[src/shared/ctd_pkg.sv]
// Package of constants, types and decoders for the current trip and diagnostic block.
package ctd_pkg;

	// ----------------------------------------------------------------
	// Clock and timing
	// ----------------------------------------------------------------
	localparam int CLK_PERIOD_NS    = 10;
	localparam int OFF_STEP_US      = 10;
	localparam int OFF_STEP_CYC     = (OFF_STEP_US * 1000) / CLK_PERIOD_NS;
	localparam int HW_OFF_TIME_US   = 30;
	localparam int SER_OFF_BASE_US  = 20;
	localparam int BLANK_TIME_NS    = 2000;
	localparam int BLANK_CYC        = (BLANK_TIME_NS + CLK_PERIOD_NS - 1) / CLK_PERIOD_NS;
	localparam int CNT_W            = 16;

	// ----------------------------------------------------------------
	// Register bus
	// ----------------------------------------------------------------
	localparam int ADDR_W = 8;
	localparam int DATA_W = 8;

	localparam logic [ADDR_W-1:0] OFS_CONFIG_TWO   = 8'h00;
	localparam logic [ADDR_W-1:0] OFS_CONFIG_THREE = 8'h04;
	localparam logic [ADDR_W-1:0] OFS_STATUS_ONE   = 8'h08;
	localparam logic [ADDR_W-1:0] OFS_COMMAND      = 8'h0C;

	localparam int CFG2_DIAGNOSTIC_SELECT_LSB  = 0;
	localparam int CFG3_TRIP_LSB  = 0;
	localparam int CFG3_FIXED_OFF_TIME_LSB  = 4;
	localparam int STS_TRIP_BIT   = 0;
	localparam int STS_FAULT_BIT  = 1;
	localparam int STS_STATE_LSB  = 2;
	localparam int CMD_CLR_BIT    = 0;

	localparam logic [1:0] DIAGNOSTIC_SELECT_RESET = 2'h0;
	localparam logic [2:0] TRIP_RESET = 3'h0;
	localparam logic [1:0] FIXED_OFF_TIME_RESET = 2'h1;
	localparam logic [2:0] TRIP_OFF   = 3'h0;

	// ----------------------------------------------------------------
	// Types
	// ----------------------------------------------------------------
	typedef enum logic [1:0]
	{
		ST_SLEEP   = 2'b00,
		ST_STANDBY = 2'b01,
		ST_ACTIVE  = 2'b10
	} ctd_state_e;

	typedef struct packed
	{
		logic       sleep_request_n;
		logic       output_disable;
		logic       drive_in;
		logic       sense_valid;
		logic       slewing;
		logic       trip_cmp;
		logic       fault_detect;
		logic [2:0] trip_level_pin;
		logic [2:0] diagnostic_select;
	} ctd_pins_s;

	typedef struct packed
	{
		logic off_state_load_check;
		logic on_state_open_load_check;
		logic fault_latch;
		logic trip_available;
	} ctd_diagnostic_select_s;

	// ----------------------------------------------------------------
	// Decoders
	// ----------------------------------------------------------------
	function automatic ctd_diagnostic_select_s ctd_decode_pin_diagnostic_select(input logic [2:0] lvl);
		ctd_diagnostic_select_s d;
		d = '{default: 1'b0};
		case (lvl)
			3'h0:    d = '{1'b0, 1'b0, 1'b0, 1'b1};
			3'h1:    d = '{1'b1, 1'b0, 1'b1, 1'b1};
			3'h2:    d = '{1'b1, 1'b0, 1'b1, 1'b0};
			3'h3:    d = '{1'b1, 1'b0, 1'b0, 1'b0};
			3'h4:    d = '{1'b0, 1'b0, 1'b1, 1'b1};
			default: d = '{1'b1, 1'b0, 1'b0, 1'b1};
		endcase
		return d;
	endfunction

	function automatic ctd_diagnostic_select_s ctd_decode_ser_diagnostic_select(input logic [1:0] code);
		ctd_diagnostic_select_s d;
		d = '{default: 1'b0};
		case (code)
			2'h0:    d = '{1'b0, 1'b0, 1'b0, 1'b1};
			2'h1:    d = '{1'b1, 1'b0, 1'b0, 1'b1};
			2'h2:    d = '{1'b0, 1'b1, 1'b0, 1'b0};
			default: d = '{1'b1, 1'b1, 1'b0, 1'b0};
		endcase
		return d;
	endfunction

	function automatic logic [2:0] ctd_pin_trip_code(input logic [2:0] lvl);
		logic [2:0] c;
		c = 3'h0;
		case (lvl)
			3'h0:    c = 3'h0;
			3'h1:    c = 3'h1;
			3'h2:    c = 3'h4;
			3'h3:    c = 3'h5;
			3'h4:    c = 3'h6;
			default: c = 3'h7;
		endcase
		return c;
	endfunction

endpackage

[src/verilog/ctd_trip_diagnostic_select.sv]
// Current trip regulation, diagnostic select decode and fault pin control.
//
// Contract
// - Off-time 30 us strapped, 20 to 50 us serial.
// - Trip works only with high side on, sensing valid.
// - Sense above reference forces output low for off-time.
// - Input change ends forced-low interval at once.
// - Comparator ignored while output slews.
// - Extra blanking after leaving low-side recirculation.
// - Trip code zero disables, others ascend; pins six.
// - Strapped trip level pin is transparent.
// - Serial trip field writable anytime, immediate effect.
// - Serial trip flag sets silently, cleared by command.
// - High-side diagnostic setting masks trip regulation.
// - Low-side serial setting masks on-state open-load check.
// - Six-level diagnostic pin decode table.
// - Diagnostic pin sampled once at initialization.
// - Two-bit serial diagnostic field decode table.
// - Serial diagnostic field writable anytime, immediate.
// - Fault pulls open-drain fault output low.
// - Sleep entry releases fault output.
// - State follows sleep and disable inputs.
// - Serial flags clear on command or sleep only.
`timescale 1ns/10ps

module ctd_trip_diagnostic_select
#(
	parameter bit              SERIAL_VARIANT = 1'b1,
	parameter int unsigned     OFF_STEP_CYCLES = ctd_pkg::OFF_STEP_CYC
)
(
	// Clock and reset
	input  wire logic                       mclk,
	input  wire logic                       arst_n,
	// Device pins, asynchronous
	input  wire ctd_pkg::ctd_pins_s         pins,
	// Register port
	input  wire logic [ctd_pkg::ADDR_W-1:0] reg_addr,
	input  wire logic [ctd_pkg::DATA_W-1:0] reg_wdata,
	input  wire logic                       reg_wr,
	input  wire logic                       reg_rd,
	output logic [ctd_pkg::DATA_W-1:0]      reg_rdata,
	// Half-bridge drive
	output logic                            high_side_switch,
	output logic                            low_side_switch,
	output logic [2:0]                      trip_reference_sel,
	// Decoded diagnostic configuration
	output ctd_pkg::ctd_diagnostic_select_s              diagnostic_select_cfg,
	// Open-drain fault pin
	output logic                            fault_output_n_o,
	output logic                            fault_output_n_oe
);
	import ctd_pkg::*;

	// ----------------------------------------------------------------
	// Input synchronisers
	// ----------------------------------------------------------------
	localparam int PIN_W = $bits(ctd_pins_s);

	logic [PIN_W-1:0] sync1_reg;
	logic [PIN_W-1:0] sync2_reg;
	ctd_pins_s        pin_s;

	genvar gi;
	generate
		for (gi = 0; gi < PIN_W; gi++)
		begin : g_sync
			always_ff @(posedge mclk or negedge arst_n)
			begin
				if (!arst_n)
				begin
					sync1_reg[gi] <= 1'b0;
					sync2_reg[gi] <= 1'b0;
				end
				else
				begin
					sync1_reg[gi] <= pins[gi];
					sync2_reg[gi] <= sync1_reg[gi];
				end
			end
		end
	endgenerate

	assign pin_s = ctd_pins_s'(sync2_reg);

	// ----------------------------------------------------------------
	// Device state
	// ----------------------------------------------------------------
	ctd_state_e state_reg;
	ctd_state_e state_next;

	always_comb
	begin
		if (!pin_s.sleep_request_n)
			state_next = ST_SLEEP;
		else if (pin_s.output_disable)
			state_next = ST_STANDBY;
		else
			state_next = ST_ACTIVE;
	end

	always_ff @(posedge mclk or negedge arst_n)
	begin
		if (!arst_n)
			state_reg <= ST_SLEEP;
		else
			state_reg <= state_next;
	end

	logic sleep_entry;
	assign sleep_entry = (state_next == ST_SLEEP) && (state_reg != ST_SLEEP);

	// ----------------------------------------------------------------
	// Register file
	// ----------------------------------------------------------------
	logic [1:0] diagnostic_select_field_reg;
	logic [2:0] trip_field_reg;
	logic [1:0] off_time_select_reg;
	logic       clear_fault_command;

	assign clear_fault_command = reg_wr && (reg_addr == OFS_COMMAND) && reg_wdata[CMD_CLR_BIT];

	always_ff @(posedge mclk or negedge arst_n)
	begin
		if (!arst_n)
		begin
			diagnostic_select_field_reg <= DIAGNOSTIC_SELECT_RESET;
			trip_field_reg <= TRIP_RESET;
			off_time_select_reg   <= FIXED_OFF_TIME_RESET;
		end
		else if (reg_wr && (reg_addr == OFS_CONFIG_TWO))
			diagnostic_select_field_reg <= reg_wdata[CFG2_DIAGNOSTIC_SELECT_LSB +: 2];
		else if (reg_wr && (reg_addr == OFS_CONFIG_THREE))
		begin
			trip_field_reg <= reg_wdata[CFG3_TRIP_LSB +: 3];
			off_time_select_reg   <= reg_wdata[CFG3_FIXED_OFF_TIME_LSB +: 2];
		end
	end

	// ----------------------------------------------------------------
	// Diagnostic select
	// ----------------------------------------------------------------
	// The strapped level is held across operation so a noisy pin cannot
	// change the fault reaction mid-run.
	logic       init_pending_reg;
	logic [2:0] diagnostic_select_pin_latch_reg;
	ctd_diagnostic_select_s  diagnostic_select_now;

	always_ff @(posedge mclk or negedge arst_n)
	begin
		if (!arst_n)
		begin
			init_pending_reg   <= 1'b1;
			diagnostic_select_pin_latch_reg <= 3'h0;
		end
		else if (state_reg == ST_SLEEP)
			init_pending_reg <= 1'b1;
		else if (init_pending_reg)
		begin
			init_pending_reg   <= 1'b0;
			diagnostic_select_pin_latch_reg <= pin_s.diagnostic_select;
		end
	end

	always_comb
	begin
		if (SERIAL_VARIANT)
			diagnostic_select_now = ctd_decode_ser_diagnostic_select(diagnostic_select_field_reg);
		else
			diagnostic_select_now = ctd_decode_pin_diagnostic_select(diagnostic_select_pin_latch_reg);
	end

	// ----------------------------------------------------------------
	// Trip level
	// ----------------------------------------------------------------
	logic [2:0] trip_code;
	logic       trip_enabled;

	assign trip_code = SERIAL_VARIANT ? trip_field_reg
	                                  : ctd_pin_trip_code(pin_s.trip_level_pin);
	assign trip_enabled = (trip_code != TRIP_OFF) && diagnostic_select_now.trip_available;

	// ----------------------------------------------------------------
	// Blanking and off-time counters
	// ----------------------------------------------------------------
	logic [CNT_W-1:0] off_len;
	logic [CNT_W-1:0] off_cnt_reg;
	logic [CNT_W-1:0] blank_cnt_reg;
	logic             prev_drive_reg;
	logic             prev_disable_reg;
	logic             prev_ls_reg;
	logic             in_off;
	logic             hs_commanded;
	logic             input_change;
	logic             trip_valid;
	logic             trip_fire;

	always_comb
	begin
		if (SERIAL_VARIANT)
			off_len = CNT_W'((SER_OFF_BASE_US / OFF_STEP_US + int'(off_time_select_reg))
			          * OFF_STEP_CYCLES);
		else
			off_len = CNT_W'((HW_OFF_TIME_US / OFF_STEP_US) * OFF_STEP_CYCLES);
	end

	assign in_off       = (off_cnt_reg != '0);
	assign hs_commanded = (state_reg == ST_ACTIVE) && pin_s.drive_in;
	assign input_change = (pin_s.drive_in != prev_drive_reg)
	                   || (pin_s.output_disable != prev_disable_reg);
	assign trip_valid   = trip_enabled && hs_commanded && pin_s.sense_valid
	                   && !pin_s.slewing
	                   && (blank_cnt_reg == '0);
	assign trip_fire    = trip_valid && pin_s.trip_cmp && !in_off && !input_change;

	always_ff @(posedge mclk or negedge arst_n)
	begin
		if (!arst_n)
		begin
			prev_drive_reg   <= 1'b0;
			prev_disable_reg <= 1'b0;
		end
		else
		begin
			prev_drive_reg   <= pin_s.drive_in;
			prev_disable_reg <= pin_s.output_disable;
		end
	end

	always_ff @(posedge mclk or negedge arst_n)
	begin
		if (!arst_n)
			off_cnt_reg <= '0;
		else if (input_change || !hs_commanded)
			off_cnt_reg <= '0;
		else if (trip_fire)
			// The output flop adds a cycle, so the count stops one short.
			off_cnt_reg <= off_len - CNT_W'(1);
		else if (in_off)
			off_cnt_reg <= off_cnt_reg - CNT_W'(1);
	end

	// Blanking restarts whenever the high side takes over from low-side
	// recirculation, including the end of a forced-low interval.
	always_ff @(posedge mclk or negedge arst_n)
	begin
		if (!arst_n)
			blank_cnt_reg <= '0;
		else if (hs_commanded && !in_off && prev_ls_reg)
			blank_cnt_reg <= CNT_W'(BLANK_CYC);
		else if (blank_cnt_reg != '0)
			blank_cnt_reg <= blank_cnt_reg - CNT_W'(1);
	end

	// ----------------------------------------------------------------
	// Bridge outputs
	// ----------------------------------------------------------------
	always_ff @(posedge mclk or negedge arst_n)
	begin
		if (!arst_n)
		begin
			high_side_switch   <= 1'b0;
			low_side_switch    <= 1'b0;
			prev_ls_reg        <= 1'b0;
			trip_reference_sel <= 3'h0;
			diagnostic_select_cfg           <= '{default: 1'b0};
		end
		else
		begin
			high_side_switch   <= hs_commanded && !in_off && !trip_fire;
			low_side_switch    <= (state_reg == ST_ACTIVE) && (!pin_s.drive_in || in_off
			                      || trip_fire);
			prev_ls_reg        <= (state_reg == ST_ACTIVE) && low_side_switch;
			trip_reference_sel <= trip_code;
			diagnostic_select_cfg           <= diagnostic_select_now;
		end
	end

	// ----------------------------------------------------------------
	// Status flags and fault pin
	// ----------------------------------------------------------------
	// A set and a clear in the same cycle keep the flag, so no event is lost.
	logic trip_flag_reg;
	logic fault_flag_reg;

	always_ff @(posedge mclk or negedge arst_n)
	begin
		if (!arst_n)
		begin
			trip_flag_reg  <= 1'b0;
			fault_flag_reg <= 1'b0;
		end
		else
		begin
			if (SERIAL_VARIANT && trip_fire)
				trip_flag_reg <= 1'b1;
			else if (clear_fault_command || sleep_entry)
				trip_flag_reg <= 1'b0;
			if (pin_s.fault_detect && (state_reg != ST_SLEEP))
				fault_flag_reg <= 1'b1;
			else if (clear_fault_command || sleep_entry)
				fault_flag_reg <= 1'b0;
		end
	end

	always_ff @(posedge mclk or negedge arst_n)
	begin
		if (!arst_n)
		begin
			fault_output_n_o  <= 1'b0;
			fault_output_n_oe <= 1'b0;
		end
		else
		begin
			fault_output_n_o  <= 1'b0;
			if (state_next == ST_SLEEP)
				fault_output_n_oe <= 1'b0;
			else if (SERIAL_VARIANT)
				fault_output_n_oe <= fault_flag_reg || pin_s.fault_detect;
			else
				fault_output_n_oe <= pin_s.fault_detect;
		end
	end

	// ----------------------------------------------------------------
	// Read path
	// ----------------------------------------------------------------
	always_ff @(posedge mclk or negedge arst_n)
	begin
		if (!arst_n)
			reg_rdata <= '0;
		else if (!reg_rd)
			reg_rdata <= '0;
		else
		begin
			case (reg_addr)
				OFS_CONFIG_TWO:   reg_rdata <= DATA_W'(diagnostic_select_field_reg);
				OFS_CONFIG_THREE: reg_rdata <= DATA_W'({off_time_select_reg, 1'b0, trip_field_reg});
				OFS_STATUS_ONE:   reg_rdata <= DATA_W'({state_reg, fault_flag_reg, trip_flag_reg});
				default:          reg_rdata <= '0;
			endcase
		end
	end

endmodule

[config.mk]
export PLATFORM = sky130hd
export DESIGN_NAME = ctd_trip_diagnostic_select
export DESIGN_NICKNAME = d
export VERILOG_FILES = /design/src/shared/ctd_pkg.sv /design/src/verilog/ctd_trip_diagnostic_select.sv
export SDC_FILE = /design/constraint.sdc
export NUM_CORES = 1
export LEC_CHECK = 0
export BUFFER_PORTS_ARGS = -buffer_cell sky130_fd_sc_hd__buf_2
export CORE_ASPECT_RATIO = 0.6
export CORE_MARGIN = 2
export CORE_UTILIZATION = 40
export CTS_BUF_LIST = sky130_fd_sc_hd__clkbuf_2
export DETAILED_ROUTE_END_ITERATION = 7
export PLACE_DENSITY = 0.66
export SYNTH_ARGS = -nofsm -noshare
export SYNTH_HDL_FRONTEND = slang
export SYNTH_SLANG_ARGS = --single-unit
[constraint.sdc]
create_clock -name mclk -period 2 [get_ports mclk]
set_input_delay 0.4 -clock mclk [delete_from_list [all_inputs] [get_ports mclk]]
set_output_delay 0.4 -clock mclk [all_outputs]
set_load 0.05 [all_outputs]
==> impl_metrics.tcl <==
set metrics [dict create \
    antenna_found_initial 0 \
    syn_inst 316 \
    synth_area_leaders "dfrtp_1 (53%), a21oi_1 (2.8%), ha_1 (2.5%)" \
    yosysMostFrequentCell "dfrtp_1" \
    cts.htree.levels 3 \
    yosysTopAreaCell "dfrtp_1" \
    worst_pin_slew_ns 0.537 \
    arrival_ns 2.51 \
    wl_per_cell_um 15.8 \
    ys.flop_type "dfrtp_1" \
    cap_violations 0 \
    net-switching-power_mw 1.44 \
    num_io_pins 52 \
    power_mw 4.23 \
    dr.first_iter.drc_count 172 \
    finalInstanceArea_um2 4710 \
    area_growth_pct 34.1 \
    finalHoldViolations 0 \
    fin_ws_ns -0.0500 \
    r2r-start "blank_cnt_reg[8]" \
    ys_seq_area_share_pct 53.4 \
    grt_pass1_vias 2951 \
    cts_made_buffers 9 \
    hold_path_startpoint "reg_wdata[5]" \
    die_w_um 125 \
    synth_top_area_share_pct 52.7 \
    finalSetupViolCount 3 \
    wl_met1_um 4340 \
    hp-class "input pin to flop" \
    critical_path_class "flop to flop" \
    cts_tree "built" \
    routabilityCongestion 0.833 \
    whs_path_depth 2 \
    cts.sinks 75 \
    clock_latency_ns 0.54 \
    clk_pin_slew_ns 0.23 \
    initial_utilization_pct 41.2 \
    async_flop_share_pct 100 \
    intPower_mw 2.79 \
    synth_commonest_cells "dfrtp_1 (74), a21oi_1 (20), nor2_1 (20), nor3_1 (13), nand2_1 (12)" \
    report.final.slew_viol_count 0 \
    num-nets-final 464 \
    max-slew-margin-rel_pct 63.9 \
    num_vias 2888 \
    cts.path.max_buffers 2 \
    dpl_cell_area_um2 4130 \
    worstRegToRegCells 5 \
    finalCritPeriodShare_pct 103 \
    p_sw_share_pct 34.0 \
    dr_wl_met2_um 3650 \
    crit_path_end_kind "flop" \
    p_leak_nw 2.24 \
    drcViolationCount 0 \
    synth-edff-count 0 \
    violations "setup timing" \
    outcome "finished, violations left" \
    ir_drop_mv 0.450 \
    io_buffers 38 \
    drive_gt1_share_pct 41.7 \
    p_per_area_nw_per_um2 897 \
    grt_use_total_pct 18.5 \
    route.met3.wl_um 514 \
    synth-warning-count 0 \
    combPwrFrac_pct 34.7 \
    die_area_um2 9580 \
    grt_pass1_wl_um 14100 \
    start_kind "flop" \
    highest-signal-layer "met4" \
    synth_cell_type_count 62 \
    syn_avg_cell_area_um2 11.1 \
    clock.fmax_mhz 488 \
    overflow 0 \
    tns_ns -0.0731 \
    core_area_um2 8520 \
    cts-root-buf "clkbuf_2" \
    die_h_um 76.6 \
    finalClockSkew_ns 0.0306 \
    crit_fanout 4 \
    diodes 0 \
    rsz0062_at_grt "true" \
    synth_seq_cells 75 \
    rrSetupSlack_ns -0.05 \
    wl_um 8560 \
    power_frac_clock_pct 20.8 \
    syn_area_um2 3510 \
    dp_hpwl_um 5750 \
    min_to "off_time_select_reg[1]" \
    row_count 26 \
    dr.pass1.iters 4 \
    ant_nets 0 \
    pwr-share-seq_pct 44.5 \
    worstPathRequired_ns 2.46 \
    period_needed_ns 2.05 \
    worstReg2RegEnd "blank_cnt_reg[14]" \
    grt_max_degree 76 \
    via_per_inst 5.34 \
]
[timing repair]
action	4_1_cts	5_1_grt
gates cloned	1	0
endpoints found under the hold margin	81	0
pin swaps	8	13
resized for setup	17	38
setup buffers	7	10
setup endpoints to repair	15	33
hold buffers	8	0
[per-stage QoR]
stage	hold slack [ns]	util, %	instances	worst slack (ns)
final	0.0831	55.3	541	-0.0500
after global routing	0.0128	55.3	541	-0.138
after CTS	0.0417	52.3	531	-0.0861
after detailed placement	0.335	48.4	500	-0.128
after global placement	0.332	48.4	500	-0.0479
after floorplan	0.104	-	319	-0.00751
[worst max-delay path: stages, from the launching register on]
cell	delay, ns
dfrtp_1	0.43
or4_4	0.57
buf_6	0.14
a2111oi_4	0.29
or3b_4	0.42
a21oi_2	0.12
[layout by cell type (no fill, tap or decap), types with 4 or more instances in the layout]
cell,instances
or4_1,5
nor3_1,11
conb_1,4
nand3_1,6
and3_1,4
inv_1,8
o31ai_1,4
clkbuf_2,10
nor2b_1,6
or4_4,7
buf_6,6
o21ai_0,7
a21oi_1,13
xnor2_1,5
nor2_1,20
ha_1,4
buf_2,37
or3_1,9
buf_4,56
nor4_2,4
dlygate4sd3_1,8
nand2_1,11
or4b_4,4
o22ai_1,4
dfrtp_1,74
a21oi_2,7
mux2_2,7
nand4_1,6
xor2_1,6
[cell type report]
class | count | area [um^2]
fill | 729 | 3810
sequential | 75 | 1880
multi-input combinational | 218 | 1730
timing repair buffer | 110 | 808
tap | 112 | 140
clock inverter | 6 | 72.6
clock buffer | 10 | 50.0
inverter | 10 | 37.5
[cells by family (layout without fill, tap and decap cells)]
family          after synthesis  after routing  share of synthesized area [%]
compound gates               60             60                           11.6
xor+xnor                     11             11                           2.74
fa+ha+maj                     7              7                           2.49
buf+inv                      27            136                           4.56
flops                        75             75                           53.4
mux                          10             10                           3.10
other cells                   1              4                          0.107
simple gates                125            126                           22.0
[how the worst max path moves through the flow]
| stage | from | end | slack, ns | depth (start not counted) |
|---|---|---|---|---|
| floorplan | off_cnt_reg[2] | off_cnt_reg[11] | -0.008 | 5 |
| global placement | off_cnt_reg[5] | off_cnt_reg[11] | -0.05 | 4 |
| detailed placement | blank_cnt_reg[0] | blank_cnt_reg[14] | -0.13 | 6 |
| CTS | blank_cnt_reg[3] | blank_cnt_reg[14] | -0.09 | 5 |
| global route | blank_cnt_reg[0] | blank_cnt_reg[14] | -0.14 | 6 |
| finish | blank_cnt_reg[8] | blank_cnt_reg[14] | -0.05 | 5 |
[power by group through the flow]
stage / Combinational (mW) / Sequential (mW) / Clock [mW]
finish: 1.47 / 1.88 / 0.880
global route: 1.60 / 1.90 / 0.980
CTS: 1.29 / 1.86 / 0.913
detailed placement: 1.16 / 1.88 / 0
global placement: 1.11 / 1.87 / 0
floorplan: 0.624 / 1.91 / 0
[layer usage]
| metal | track usage (%) | vias to the layer above |
|---|---|---|
| met4 | 4.22 | 0 |
| met5 | 0 | - |
| met2 | 26.5 | 78 |
| li1 | - | 1386 |
| met3 | 6.88 | 6 |
| met1 | 26.7 | 1418 |
Note: power is estimated with default switching activity, not from simulation.
